--- config.mk ---
export PLATFORM = sky130hd
export DESIGN_NAME = mre_report_endpoint
export DESIGN_NICKNAME = d
export VERILOG_FILES = /design/src/mre_pkg.sv /design/src/mre_debounce.sv /design/src/mre_report_endpoint.sv
export SDC_FILE = /design/constraint.sdc
export NUM_CORES = 1
export LEC_CHECK = 0
export BUFFER_PORTS_ARGS = -buffer_cell sky130_fd_sc_hd__buf_2
export CAP_MARGIN = 20
export CORE_AREA = 2 2 207 148
export DETAILED_ROUTE_END_ITERATION = 16
export DIE_AREA = 0 0 209 150
export GPL_ROUTABILITY_DRIVEN = 0
export PLACE_DENSITY = 0.91
export REMOVE_ABC_BUFFERS = 1
export SETUP_SLACK_MARGIN = 0.05
export SLEW_MARGIN = 20
export SYNTH_ARGS = -nofsm -noshare
export SYNTH_HDL_FRONTEND = slang
export SYNTH_SLANG_ARGS = --single-unit
--- constraint.sdc ---
create_clock -name clk -period 5.65 [get_ports clk]
set_input_delay 1.4125 -clock clk [delete_from_list [all_inputs] [get_ports clk]]
set_output_delay 1.4125 -clock clk [all_outputs]
set_load 0.005 [all_outputs]
--- src/mre_pkg.sv ---
// constants shared by the report endpoint and its register file
//
// Overview of operation
// - No report packets are produced unless the USB device is configured.
// - An empty report buffer takes any new motion or button change at once.
// - While the buffer is full, X, Y and Z motion adds into accumulators.
// - When emptied, accumulated X/Y/Z moves into the buffer; accumulators then clear.
// - Each button state loaded into the buffer is also kept as a saved copy.
// - Button changes while the buffer is full are not separate events.
// - On emptying, a button state differing from the copy is loaded and copied.
// - Button inputs are debounced in hardware before reporting.
// - Listed get-status, get-configuration, get-interface with zero length answer one byte.
// - Registers are reachable over USB; supply loss or bus reset disables them.
// - Motion deltas are 12 bits; low bytes per axis, shared high-nibble register.
// - Idle rate zero sends reports only on data change, never periodically.
// - While configured, a poll with no pending report gets NAK, otherwise the pending packet.
// - Packet order: buttons, X low, XY high nibbles, Y low, then optional Z.
package mre_pkg;

  ////////////////////////////////////////////////////////////////////////////
  // widths
  localparam int BTN_W   = 3;
  localparam int DELTA_W = 12;
  localparam int WHEEL_W = 8;

  ////////////////////////////////////////////////////////////////////////////
  // timing
  localparam int CLK_HZ           = 25_000_000;
  localparam int DEBOUNCE_US      = 5000;
  localparam int DEBOUNCE_CYCLES  = (DEBOUNCE_US * (CLK_HZ / 1_000_000));
  localparam int DEBOUNCE_CNT_W   = 17;
  localparam int IDLE_UNIT_US     = 4000;
  localparam int IDLE_UNIT_CYCLES = (IDLE_UNIT_US * (CLK_HZ / 1_000_000));
  localparam int IDLE_CNT_W       = 17;

  ////////////////////////////////////////////////////////////////////////////
  // report packet lengths
  localparam logic [2:0] LEN_NO_WHEEL   = 3'h4;
  localparam logic [2:0] LEN_WITH_WHEEL = 3'h5;

  ////////////////////////////////////////////////////////////////////////////
  // register offsets
  localparam logic [7:0] OFS_PRODUCT_ID    = 8'h00;
  localparam logic [7:0] OFS_REVISION_ID   = 8'h01;
  localparam logic [7:0] OFS_BUTTON_STATUS = 8'h02;
  localparam logic [7:0] OFS_MOTION_X_LOW  = 8'h03;
  localparam logic [7:0] OFS_MOTION_Y_LOW  = 8'h04;
  localparam logic [7:0] OFS_MOTION_XY_HI  = 8'h05;
  localparam logic [7:0] OFS_WHEEL_MOTION  = 8'h06;
  localparam logic [7:0] OFS_SURFACE_QUAL  = 8'h07;
  localparam logic [7:0] OFS_EXPOSURE_HI   = 8'h08;
  localparam logic [7:0] OFS_EXPOSURE_LO   = 8'h09;
  localparam logic [7:0] OFS_PIXEL_MAX     = 8'h0A;
  localparam logic [7:0] OFS_PIXEL_SUM     = 8'h0B;
  localparam logic [7:0] OFS_PIXEL_MIN     = 8'h0C;
  localparam logic [7:0] OFS_PIXEL_CAPTURE = 8'h0D;
  localparam logic [7:0] OFS_INV_REVISION  = 8'h40;
  localparam logic [7:0] OFS_FUSE_CLOCK    = 8'h42;
  localparam logic [7:0] OFS_FUSE_CONFIG   = 8'h51;
  localparam logic [7:0] OFS_FUSE_ADDR     = 8'h52;
  localparam logic [7:0] OFS_FUSE_DATA     = 8'h53;
  localparam logic [7:0] OFS_FUSE_CTRL     = 8'h54;
  localparam logic [7:0] OFS_FUSE_RUNSTAT  = 8'h56;
  localparam logic [7:0] OFS_FUSE_CTRLSTAT = 8'h58;
  localparam logic [7:0] OFS_USE_FUSED     = 8'hDF;
  localparam logic [7:0] OFS_RESOLUTION    = 8'hE0;
  localparam logic [7:0] OFS_PRODUCT_HI    = 8'hE2;
  localparam logic [7:0] OFS_PRODUCT_LO    = 8'hE3;
  localparam logic [7:0] OFS_VENDOR_HI     = 8'hE4;
  localparam logic [7:0] OFS_VENDOR_LO     = 8'hE5;
  localparam logic [7:0] OFS_FUSE_LOCK     = 8'hE8;

  ////////////////////////////////////////////////////////////////////////////
  // reset values
  localparam logic [7:0] RST_ZERO        = 8'h00;
  localparam logic [7:0] RST_EXPOSURE_LO = 8'h32;
  localparam logic [7:0] RST_RESOLUTION  = 8'h04;

  ////////////////////////////////////////////////////////////////////////////
  // setup request decode for the one-byte answer
  localparam logic [7:0] REQ_GET_STATUS = 8'h00;
  localparam logic [7:0] REQ_GET_CONFIG = 8'h08;
  localparam logic [7:0] REQ_GET_IFACE  = 8'h0A;
  localparam logic [7:0] TYPE_TO_DEVICE = 8'h80;
  localparam logic [7:0] TYPE_TO_IFACE  = 8'h81;
  localparam logic [7:0] TYPE_TO_EP     = 8'h82;
  localparam logic [7:0] EP_CONTROL     = 8'h00;
  localparam logic [7:0] EP_REPORT_IN   = 8'h81;
  localparam logic [15:0] LEN_ONE_BYTE  = 16'h0001;

endpackage : mre_pkg

--- src/mre_debounce.sv ---
// one-bit debouncer: output follows input after it holds steady
`timescale 1ns/1ps

module mre_debounce
  import mre_pkg::*;
#(
  parameter int CNT_W  = DEBOUNCE_CNT_W,
  parameter int CYCLES = DEBOUNCE_CYCLES
) (
  input  wire logic clk,
  input  wire logic rstn,
  input  wire logic sampleIn,
  output logic      stableOut
);

  localparam logic [CNT_W-1:0] LAST = CNT_W'(CYCLES - 1);

  logic             stable_q;
  logic [CNT_W-1:0] cnt_q;

  wire differs = (sampleIn != stable_q);

  // restart the count whenever the input bounces back
  always_ff @(posedge clk or negedge rstn) begin
    if (!rstn) begin
      stable_q <= 1'b0;
      cnt_q    <= '0;
    end else if (!differs) begin
      cnt_q <= '0;
    end else if (cnt_q == LAST) begin
      stable_q <= sampleIn;
      cnt_q    <= '0;
    end else begin
      cnt_q <= cnt_q + CNT_W'(1);
    end
  end

  assign stableOut = stable_q;

endmodule // mre_debounce

--- src/mre_report_endpoint.sv ---
// report endpoint buffering, motion accumulation and register file
`timescale 1ns/1ps

module mre_report_endpoint
  import mre_pkg::*;
#(
  parameter int         DEBOUNCE_CYCLES_P  = DEBOUNCE_CYCLES,
  parameter int         IDLE_UNIT_CYCLES_P = IDLE_UNIT_CYCLES,
  parameter logic [7:0]  PRODUCT_ID         = 8'h5A,    // arbitrary value
  parameter logic [7:0]  REVISION_ID        = 8'h03,    // arbitrary value
  parameter logic [15:0] PRODUCT_CODE_RST   = 16'h1234, // arbitrary value
  parameter logic [15:0] VENDOR_CODE_RST    = 16'h4321  // arbitrary value
) (
  input  wire logic               clk,
  input  wire logic               rstn,
  input  wire logic [BTN_W-1:0]   buttonPin,
  input  wire logic               analogSupplyPin,
  input  wire logic               usbConfigured,
  input  wire logic               usbBusReset,
  input  wire logic [7:0]         idleRate,
  input  wire logic               wheelFitted,
  input  wire logic               motionValid,
  input  wire logic [DELTA_W-1:0] motionDx,
  input  wire logic [DELTA_W-1:0] motionDy,
  input  wire logic               wheelValid,
  input  wire logic [WHEEL_W-1:0] wheelDz,
  input  wire logic               epPoll,
  input  wire logic               epAck,
  output logic                    epSend,
  output logic                    epNak,
  output logic [2:0]              epLen,
  output logic [7:0]              epByte0,
  output logic [7:0]              epByte1,
  output logic [7:0]              epByte2,
  output logic [7:0]              epByte3,
  output logic [7:0]              epByte4,
  input  wire logic               regReq,
  input  wire logic               regWrite,
  input  wire logic [7:0]         regAddr,
  input  wire logic [7:0]         regWdata,
  output logic                    regAck,
  output logic [7:0]              regRdata,
  input  wire logic               setupValid,
  input  wire logic [7:0]         setupType,
  input  wire logic [7:0]         setupReq,
  input  wire logic [15:0]        setupIndex,
  input  wire logic [15:0]        setupLength,
  output logic                    replyValid,
  output logic [15:0]             replyLen,
  input  wire logic               statsValid,
  input  wire logic [7:0]         statQuality,
  input  wire logic [15:0]        statExposure,
  input  wire logic [7:0]         statPixMax,
  input  wire logic [7:0]         statPixSum,
  input  wire logic [7:0]         statPixMin,
  input  wire logic [7:0]         statPixGrab,
  output logic [7:0]              resolutionOut,
  output logic                    useFusedOut,
  output logic [15:0]             productCodeOut,
  output logic [15:0]             vendorCodeOut
);

  ////////////////////////////////////////////////////////////////////////////
  // saturating adders for the accumulators
  function automatic logic [DELTA_W-1:0] sat12(input logic [DELTA_W-1:0] a, input logic [DELTA_W-1:0] b);
    logic [DELTA_W:0] s;
    s = {a[DELTA_W-1], a} + {b[DELTA_W-1], b};
    sat12 = (s[DELTA_W] != s[DELTA_W-1]) ? (s[DELTA_W] ? 12'h800 : 12'h7FF) : s[DELTA_W-1:0];
  endfunction

  function automatic logic [WHEEL_W-1:0] sat8(input logic [WHEEL_W-1:0] a, input logic [WHEEL_W-1:0] b);
    logic [WHEEL_W:0] s;
    s = {a[WHEEL_W-1], a} + {b[WHEEL_W-1], b};
    sat8 = (s[WHEEL_W] != s[WHEEL_W-1]) ? (s[WHEEL_W] ? 8'h80 : 8'h7F) : s[WHEEL_W-1:0];
  endfunction

  ////////////////////////////////////////////////////////////////////////////
  // pin synchronisers
  logic [BTN_W-1:0] btnMeta_q, btnSync_q;
  logic             supplyMeta_q, supplySync_q;

  // two flops on every pin before use
  always_ff @(posedge clk or negedge rstn) begin
    if (!rstn) begin
      btnMeta_q    <= '0;
      btnSync_q    <= '0;
      supplyMeta_q <= 1'b0;
      supplySync_q <= 1'b0;
    end else begin
      btnMeta_q    <= buttonPin;
      btnSync_q    <= btnMeta_q;
      supplyMeta_q <= analogSupplyPin;
      supplySync_q <= supplyMeta_q;
    end
  end

  ////////////////////////////////////////////////////////////////////////////
  // button debouncers
  logic [BTN_W-1:0] btnDeb;
  for (genvar i = 0; i < BTN_W; i++) begin : g_deb
    mre_debounce #(
      .CNT_W  (DEBOUNCE_CNT_W),
      .CYCLES (DEBOUNCE_CYCLES_P)
    ) u_deb (
      .clk       (clk),
      .rstn      (rstn),
      .sampleIn  (btnSync_q[i]),
      .stableOut (btnDeb[i])
    );
  end

  ////////////////////////////////////////////////////////////////////////////
  // report state
  logic                  bufFull_q;
  logic [DELTA_W-1:0]    accX_q, accY_q, repX_q, repY_q;
  logic [WHEEL_W-1:0]    accZ_q, repZ_q;
  logic [BTN_W-1:0]      savedBtn_q, repBtn_q;
  logic [IDLE_CNT_W-1:0] unitCnt_q;
  logic [7:0]            idleCnt_q;
  localparam logic [IDLE_CNT_W-1:0] UNIT_LAST = IDLE_CNT_W'(IDLE_UNIT_CYCLES_P - 1);
  // incoming motion, zero when no event this cycle
  wire [DELTA_W-1:0] inDx = motionValid ? motionDx : '0;
  wire [DELTA_W-1:0] inDy = motionValid ? motionDy : '0;
  wire [WHEEL_W-1:0] inDz = wheelValid ? wheelDz : '0;
  // accumulated motion including this cycle's event
  wire [DELTA_W-1:0] sumX = sat12(accX_q, inDx);
  wire [DELTA_W-1:0] sumY = sat12(accY_q, inDy);
  wire [WHEEL_W-1:0] sumZ = sat8(accZ_q, inDz);
  // load decision; only the empty buffer looks at button changes
  wire active    = usbConfigured;
  wire hasMotion = (|sumX) | (|sumY) | (|sumZ);
  wire btnChange = (btnDeb != savedBtn_q);
  wire idleDue   = (idleRate != 8'h00) && (idleCnt_q >= idleRate);
  wire loadNow   = active && !bufFull_q && (hasMotion || btnChange || idleDue);
  wire unitWrap  = (unitCnt_q == UNIT_LAST);
  // buffer occupancy: loaded when empty, freed by the host's ack
  always_ff @(posedge clk or negedge rstn) begin
    if (!rstn)
      bufFull_q <= 1'b0;
    else if (!active)
      bufFull_q <= 1'b0;
    else if (loadNow)
      bufFull_q <= 1'b1;
    else if (epAck && bufFull_q)
      bufFull_q <= 1'b0;
  end
  // accumulators: drained into the buffer on a load, else keep adding
  always_ff @(posedge clk or negedge rstn) begin
    if (!rstn) begin
      accX_q <= '0;
      accY_q <= '0;
      accZ_q <= '0;
    end else if (!active || loadNow) begin
      accX_q <= '0;
      accY_q <= '0;
      accZ_q <= '0;
    end else begin
      accX_q <= sumX;
      accY_q <= sumY;
      accZ_q <= sumZ;
    end
  end
  // buffer contents and the saved button copy
  always_ff @(posedge clk or negedge rstn) begin
    if (!rstn) begin
      repBtn_q   <= '0;
      savedBtn_q <= '0;
      repX_q     <= '0;
      repY_q     <= '0;
      repZ_q     <= '0;
    end else if (loadNow) begin
      repBtn_q   <= btnDeb;
      savedBtn_q <= btnDeb;
      repX_q     <= sumX;
      repY_q     <= sumY;
      repZ_q     <= sumZ;
    end
  end
  // idle period timer in 4 ms units, restarted by every load
  always_ff @(posedge clk or negedge rstn) begin
    if (!rstn) begin
      unitCnt_q <= '0;
      idleCnt_q <= 8'h00;
    end else if (!active || loadNow || (idleRate == 8'h00)) begin
      unitCnt_q <= '0;
      idleCnt_q <= 8'h00;
    end else if (unitWrap) begin
      unitCnt_q <= '0;
      idleCnt_q <= (idleCnt_q == 8'hFF) ? idleCnt_q : idleCnt_q + 8'h01;
    end else begin
      unitCnt_q <= unitCnt_q + IDLE_CNT_W'(1);
    end
  end

  ////////////////////////////////////////////////////////////////////////////
  // poll answer; polls while unconfigured get no answer
  assign epSend  = epPoll && active && bufFull_q;
  assign epNak   = epPoll && active && !bufFull_q;
  assign epLen   = wheelFitted ? LEN_WITH_WHEEL : LEN_NO_WHEEL;
  assign epByte0 = {{(8 - BTN_W){1'b0}}, repBtn_q};
  assign epByte1 = repX_q[7:0];
  assign epByte2 = {repX_q[11:8], repY_q[11:8]};
  assign epByte3 = repY_q[7:0];
  assign epByte4 = repZ_q;

  ////////////////////////////////////////////////////////////////////////////
  // one-byte answer for zero-length standard requests
  wire isStatus = (setupReq == REQ_GET_STATUS) &&
                  ((setupType == TYPE_TO_DEVICE) || (setupType == TYPE_TO_IFACE) ||
                   ((setupType == TYPE_TO_EP) &&
                    ((setupIndex[7:0] == EP_CONTROL) || (setupIndex[7:0] == EP_REPORT_IN))));
  wire isConfig = (setupReq == REQ_GET_CONFIG) && (setupType == TYPE_TO_DEVICE);
  wire isIface  = (setupReq == REQ_GET_IFACE) && (setupType == TYPE_TO_IFACE);
  wire quirkHit = (isStatus || isConfig || isIface) && (setupLength == 16'h0000);
  logic        replyValid_q;
  logic [15:0] replyLen_q;
  // answer length one cycle after the setup stage
  always_ff @(posedge clk or negedge rstn) begin
    if (!rstn) begin
      replyValid_q <= 1'b0;
      replyLen_q   <= 16'h0000;
    end else begin
      replyValid_q <= setupValid;
      if (setupValid)
        replyLen_q <= quirkHit ? LEN_ONE_BYTE : setupLength;
    end
  end
  assign replyValid = replyValid_q;
  assign replyLen   = replyLen_q;

  ////////////////////////////////////////////////////////////////////////////
  // register file
  logic [7:0]  quality_q, pixMax_q, pixSum_q, pixMin_q, pixGrab_q;
  logic [7:0]  fuseClock_q, fuseConfig_q, fuseAddr_q, fuseData_q, fuseCtrl_q;
  logic [7:0]  useFused_q, resolution_q, fuseLock_q, regRdata_q;
  logic [15:0] exposure_q, productCode_q, vendorCode_q;
  logic        xRead_q, regAck_q;
  // registers are live only with supply up and no bus reset
  wire regsOn  = supplySync_q && !usbBusReset;
  wire rdStrb  = regReq && !regWrite && regsOn;
  wire wrStrb  = regReq && regWrite && regsOn;
  wire wrFused = wrStrb && (fuseLock_q == 8'h00); // locked fuse image refuses writes
  // y low and xy high read zero until x low has been read
  wire [7:0] rdYLow = xRead_q ? repY_q[7:0] : 8'h00;
  wire [7:0] rdXYHi = xRead_q ? {repX_q[11:8], repY_q[11:8]} : 8'h00;
  // read selection
  wire [7:0] rdMux =
    ({8{regAddr == OFS_PRODUCT_ID}}    & PRODUCT_ID) |
    ({8{regAddr == OFS_REVISION_ID}}   & REVISION_ID) |
    ({8{regAddr == OFS_BUTTON_STATUS}} & {{(8 - BTN_W){1'b0}}, btnDeb}) |
    ({8{regAddr == OFS_MOTION_X_LOW}}  & repX_q[7:0]) |
    ({8{regAddr == OFS_MOTION_Y_LOW}}  & rdYLow) |
    ({8{regAddr == OFS_MOTION_XY_HI}}  & rdXYHi) |
    ({8{regAddr == OFS_WHEEL_MOTION}}  & repZ_q) |
    ({8{regAddr == OFS_SURFACE_QUAL}}  & quality_q) |
    ({8{regAddr == OFS_EXPOSURE_HI}}   & exposure_q[15:8]) |
    ({8{regAddr == OFS_EXPOSURE_LO}}   & exposure_q[7:0]) |
    ({8{regAddr == OFS_PIXEL_MAX}}     & pixMax_q) |
    ({8{regAddr == OFS_PIXEL_SUM}}     & pixSum_q) |
    ({8{regAddr == OFS_PIXEL_MIN}}     & pixMin_q) |
    ({8{regAddr == OFS_PIXEL_CAPTURE}} & pixGrab_q) |
    ({8{regAddr == OFS_INV_REVISION}}  & ~REVISION_ID) |
    ({8{regAddr == OFS_FUSE_CLOCK}}    & fuseClock_q) |
    ({8{regAddr == OFS_FUSE_CONFIG}}   & fuseConfig_q) |
    ({8{regAddr == OFS_FUSE_ADDR}}     & fuseAddr_q) |
    ({8{regAddr == OFS_FUSE_DATA}}     & fuseData_q) |
    ({8{regAddr == OFS_FUSE_CTRL}}     & fuseCtrl_q) |
    ({8{regAddr == OFS_USE_FUSED}}     & useFused_q) |
    ({8{regAddr == OFS_RESOLUTION}}    & resolution_q) |
    ({8{regAddr == OFS_PRODUCT_HI}}    & productCode_q[15:8]) |
    ({8{regAddr == OFS_PRODUCT_LO}}    & productCode_q[7:0]) |
    ({8{regAddr == OFS_VENDOR_HI}}     & vendorCode_q[15:8]) |
    ({8{regAddr == OFS_VENDOR_LO}}     & vendorCode_q[7:0]) |
    ({8{regAddr == OFS_FUSE_LOCK}}     & fuseLock_q);
  // every request answers next cycle; disabled or unmapped reads give zero
  always_ff @(posedge clk or negedge rstn) begin
    if (!rstn) begin
      regAck_q   <= 1'b0;
      regRdata_q <= RST_ZERO;
    end else begin
      regAck_q <= regReq;
      if (regReq)
        regRdata_q <= rdStrb ? rdMux : RST_ZERO;
    end
  end
  // read-order flag: armed by x low, spent by the high-nibble read
  always_ff @(posedge clk or negedge rstn) begin
    if (!rstn)
      xRead_q <= 1'b0;
    else if (!regsOn)
      xRead_q <= 1'b0;
    else if (rdStrb && (regAddr == OFS_MOTION_X_LOW))
      xRead_q <= 1'b1;
    else if (rdStrb && (regAddr == OFS_MOTION_XY_HI))
      xRead_q <= 1'b0;
  end
  // image statistics captured from the tracking engine
  always_ff @(posedge clk or negedge rstn) begin
    if (!rstn) begin
      quality_q  <= RST_ZERO;
      exposure_q <= {RST_ZERO, RST_EXPOSURE_LO};
      pixMax_q   <= RST_ZERO;
      pixSum_q   <= RST_ZERO;
      pixMin_q   <= RST_ZERO;
      pixGrab_q  <= RST_ZERO;
    end else if (statsValid) begin
      quality_q  <= statQuality;
      exposure_q <= statExposure;
      pixMax_q   <= statPixMax;
      pixSum_q   <= statPixSum;
      pixMin_q   <= statPixMin;
      pixGrab_q  <= statPixGrab;
    end
  end
  // fuse access registers, restored while the register file is disabled
  always_ff @(posedge clk or negedge rstn) begin
    if (!rstn) begin
      fuseClock_q  <= RST_ZERO;
      fuseConfig_q <= RST_ZERO;
      fuseAddr_q   <= RST_ZERO;
      fuseData_q   <= RST_ZERO;
      fuseCtrl_q   <= RST_ZERO;
    end else if (!regsOn) begin
      fuseClock_q  <= RST_ZERO;
      fuseConfig_q <= RST_ZERO;
      fuseAddr_q   <= RST_ZERO;
      fuseData_q   <= RST_ZERO;
      fuseCtrl_q   <= RST_ZERO;
    end else if (wrStrb) begin
      if (regAddr == OFS_FUSE_CLOCK)  fuseClock_q  <= regWdata;
      if (regAddr == OFS_FUSE_CONFIG) fuseConfig_q <= regWdata;
      if (regAddr == OFS_FUSE_ADDR)   fuseAddr_q   <= regWdata;
      if (regAddr == OFS_FUSE_DATA)   fuseData_q   <= regWdata;
      if (regAddr == OFS_FUSE_CTRL)   fuseCtrl_q   <= regWdata;
    end
  end
  // fused settings image; lock register blocks further writes
  always_ff @(posedge clk or negedge rstn) begin
    if (!rstn) begin
      useFused_q    <= RST_ZERO;
      resolution_q  <= RST_RESOLUTION;
      productCode_q <= PRODUCT_CODE_RST;
      vendorCode_q  <= VENDOR_CODE_RST;
      fuseLock_q    <= RST_ZERO;
    end else if (!regsOn) begin
      useFused_q    <= RST_ZERO;
      resolution_q  <= RST_RESOLUTION;
      productCode_q <= PRODUCT_CODE_RST;
      vendorCode_q  <= VENDOR_CODE_RST;
      fuseLock_q    <= RST_ZERO;
    end else if (wrFused) begin
      if (regAddr == OFS_USE_FUSED)  useFused_q          <= regWdata;
      if (regAddr == OFS_RESOLUTION) resolution_q        <= regWdata;
      if (regAddr == OFS_PRODUCT_HI) productCode_q[15:8] <= regWdata;
      if (regAddr == OFS_PRODUCT_LO) productCode_q[7:0]  <= regWdata;
      if (regAddr == OFS_VENDOR_HI)  vendorCode_q[15:8]  <= regWdata;
      if (regAddr == OFS_VENDOR_LO)  vendorCode_q[7:0]   <= regWdata;
      if (regAddr == OFS_FUSE_LOCK)  fuseLock_q          <= regWdata;
    end
  end
  assign regAck         = regAck_q;
  assign regRdata       = regRdata_q;
  assign resolutionOut  = resolution_q;
  assign useFusedOut    = useFused_q[0];
  assign productCodeOut = productCode_q;
  assign vendorCodeOut  = vendorCode_q;

endmodule // mre_report_endpoint
==> results.md <==
Clock tree:
- The clock passes through at most 3 buffers.
- The clock tree synthesis step divided the H-tree into 2 levels.
- The hold buffer count at cts is 0.
- After clock tree synthesis, the repair step resized 0 gates.
- In this run the post-CTS setup repair buffer count came out at 0.
- The clock transition at the register clock pins on the worst setup and hold paths after CTS is 60 ps.
- The buffer cell driving the clock tree root is sky130_fd_sc_hd__clkbuf_16.
- For this design, the sink count on the clock tree is 334.
- The TritonCTS clock tree is yes.
- The number of CTS-inserted buffers is 34.
- The later pin in the worst-skew pair is clocked with a latency of 540 ps.

Logic synthesis:
- The compound-gate portion of the synthesized area is 0.107.
- After synthesis, the share of flip-flops with an asynchronous set or reset is 1.00.
- The mean post-synth cell area is 10.0 um^2.
- The synthesized-area fraction occupied by adder cells is 0.0440.
- Counting every instance in the synthesized netlist gives 1731.
- Counting flops with a built-in enable in the synthesized netlist gives 0.
- The synthesis-stage register bit count is 334.
- The share of synthesized area in the top cell type comes to 0.461.
- By area, the combinational part of the netlist is dominated by simple AND/OR/NAND/NOR gates.
- The Yosys step of the flow raised 0 warnings.
- By area the synthesized netlist is led by sky130_fd_sc_hd__dfrtp_1 46%, sky130_fd_sc_hd__mux2_2 5.1%, sky130_fd_sc_hd__nor2_1 4.3%.
- The most used flip-flop cell after synthesis is sky130_fd_sc_hd__dfrtp_1.
- Of all cell types, the one taking the most synthesized area is sky130_fd_sc_hd__dfrtp_1.
- For this run, the register share of the synthesized area comes to 0.482.
- After synthesis, the share of cell area in mux cells is 0.100.
- The number of distinct library cells after synthesis is 75.
- The simple-gate portion of the synthesized area is 0.182.
- After synthesis the cells add up to 17400 um^2.
- Of the total synthesized cell area, the portion taken by XOR and XNOR cells is 0.0485.

Cells and area:
- The net total in the final layout is 2227.
- The post-synthesis to final-layout area growth is 17.3%.
- In the final layout, the share of cells above drive strength 1 is 0.248.
- Fill cells in the final layout number 2136.
- Leaving out fill and tap cells, the most frequent cell in the layout is sky130_fd_sc_hd__dfrtp_1.
- Once layout is complete, the utilization of the core stands at 0.691.
- The top cell types in the final layout, fill and taps aside, are 320 x sky130_fd_sc_hd__dfrtp_1, 270 x sky130_fd_sc_hd__buf_2, 199 x sky130_fd_sc_hd__nor2_1.

Setup path:
- STA puts the critical path data arrival time at 5300 ps.
- In this run the critical register-to-register path is launched from accY_q[0].
- The worst setup path is captured at a register.
- The launching element type of the critical path is an input port.
- The reg-to-reg endpoint is unitCnt_q[13].
- The data required time of the critical path is 6080 ps.
- Tracing the worst setup path back leads to its startpoint at motionValid.
- The minimum setup slack among reg-to-reg paths is 1570 ps.
- The category of the most critical setup path is input port to register.
- The maximum fanout count along the critical path is 33.
- The number of cells on the worst reg-to-reg path is 13.

Power and ir drop:
- The areal power density over the cells is 284 nW/um^2.
- The leakage power total is 9.28 nW.
- After layout, the design draws a total of 5.78 mW.
- Across the VDD grid, the largest voltage drop is 0.181 mV.

STA:
- The number of failing setup endpoints in the final timing report is 0.
- The final critical-path share of the clock period is 0.861.
- Setup repair after global routing left no endpoint under its margin.
- Across the routed clock network, the largest skew measured is 25.1 ps.
- The sum of negative setup slack is 0 ps.
- Measured against its own limit, the worst slew margin works out to 0.250.
- The transition at the pin with the smallest max-transition slack is 1120 ps.
- The top achievable clock speed is 206 MHz.
- The minimum clock period after layout is 4860 ps.
- The count of endpoints failing hold in the final timing report is 0.
- The max-slew violation count is 0.

Worst hold path:
- The depth of the worst hold-timing path is 0.
- The worst min-delay path category is register to register.
- In this run the most critical hold path is launched from btnMeta_q[2].
- The worst hold path endpoint is btnSync_q[2].

Detailed routing:
- The total via count after detailed routing is 15079.
- After detailed routing, the average wire length per cell comes to 20.9 um.
- The number of vias per cell after detailed routing is 6.25.
- The count of unresolved DRC violations after routing is 0.
- The first-pass iteration count of the detailed router is 6.
- The total wirelength of the detailed-routed design is 50.5 mm.
- The count of antenna-violating nets left after detailed routing is 0.
- The count of routing violations after the opening detailed-route iteration is 1701.

Die:
- The initial utilization of the core area, before any placement, comes to 0.589.
- The die area is 31400 um^2.
- The x dimension of the die is 209 um.
- The area of the core region is 29500 um^2.
- The number of top-level pins is 289.
- The vertical extent of the die is 150 um.
- Row generation in the floorplan step produced 53 rows.

Placement:
- Input and output buffers added on the ports amount to 271.
- Once detailed placement completed, the half-perimeter wirelength came to 35.9 mm.

Status:
- The flow ran to the end, and the final reports show no timing, DRC or antenna violations.

Global route:
- The first global-routing pass estimated 80.1 mm of wire.
- Across every metal layer, demand over resource in global routing totals 0.325.
- Entering global routing, the biggest net connects 119 pins.
- For this run the aggregate overflow at the end of global routing stands at 0.
- The via count of the first global-routing pass is 15117.
- The number of antenna violations at the first check in global routing came to 3.

Run:
- The count of max-cap constraint violations is 0.
-- sequential cells by signal (all words and copies together), names as in the netlist, 12 cells and up --
register	count
unitCnt_q	17
replyLen	16
repY_q	12
vendorCodeOut	16
accX_q	12
productCodeOut	16
repX_q	12
g_deb.u_deb.cnt_q	51
accY_q	12
exposure_q	16
-- synth_stat cells (36+ instances only) --
master and count:
sky130_fd_sc_hd__a21oi_1 91, sky130_fd_sc_hd__a22oi_1 56, sky130_fd_sc_hd__and2_1 37, sky130_fd_sc_hd__clkbuf_1 58
sky130_fd_sc_hd__dfrtp_1 320, sky130_fd_sc_hd__ha_1 45, sky130_fd_sc_hd__inv_1 66, sky130_fd_sc_hd__mux2_2 79
sky130_fd_sc_hd__mux2i_1 66, sky130_fd_sc_hd__nand2_1 156, sky130_fd_sc_hd__nand3_1 102, sky130_fd_sc_hd__nor2_1 200
sky130_fd_sc_hd__nor3_1 36, sky130_fd_sc_hd__xnor2_1 51, sky130_fd_sc_hd__xor2_1 42
-- report_power, final --
part           leakage (nW)  internal (mW)  switching [mW]
combinational          4.34          0.326           0.427
sequential             4.36           2.53           0.122
clock                 0.581           1.42           0.963
-- worst max-delay path by stage --
stage,end,depth (start not counted)
floorplan,accX_q[5],13
global placement,unitCnt_q[13],14
detailed placement,unitCnt_q[13],15
CTS,unitCnt_q[13],15
global route,unitCnt_q[13],15
finish,unitCnt_q[13],15
-- stage by stage --
stage                     setup slack, ps  std cells  instance area [um^2]  hold slack, ps
after global placement                439       2350                 19200             333
after floorplan                       627       1656                 17000             331
after detailed placement              317       2351                 19200             337
after global routing                  440       2411                 20400             366
after CTS                             834       2411                 20400             351
final                                 787       2413                 20400             350
-- metal layers --
layer,GRT usage,part of all wire
met1,0.427,0.39
met3,0.0921,0.11
met4,0.120,0.032
met2,0.518,0.46
met5,0,0.00024
-- kinds of logic (layout without fill, tap and decap cells) --
logic type                 Yosys count  after routing
and+or+nand+nor                    659            659
DFF                                334            334
AOI/OAI and AO/OA                  276            276
muxes                              158            158
buffers and inverters              146            436
xor gates and xnor gates            94             94
adders and majority gates           62             62
other                                2              9
-- critical path, cell delays in order --
cell	delay [ps]
sky130_fd_sc_hd__buf_2	90
sky130_fd_sc_hd__and2_1	130
sky130_fd_sc_hd__ha_1	190
sky130_fd_sc_hd__inv_1	60
sky130_fd_sc_hd__fa_1	400
sky130_fd_sc_hd__nand2b_1	180
sky130_fd_sc_hd__a211oi_1	450
sky130_fd_sc_hd__o21ai_2	200
sky130_fd_sc_hd__mux2i_1	180
sky130_fd_sc_hd__a2111oi_2	370
sky130_fd_sc_hd__o211ai_1	190
sky130_fd_sc_hd__maj3_2	340
sky130_fd_sc_hd__o31a_2	600
sky130_fd_sc_hd__buf_4	310
sky130_fd_sc_hd__nor3_2	160
-- layout make-up --
cell class,count,area (um^2),area share
Antenna cell,2,5.00,0.000246
Inverter,66,248,0.0122
Clock inverter,13,176,0.00866
Tap cell,385,482,0.0236
Multi-Input combinational cell,1256,8410,0.413
Clock buffer,47,991,0.0486
Timing Repair Buffer,310,1700,0.0832
Sequential cell,334,8380,0.411
(Power assumes the default switching activity.)
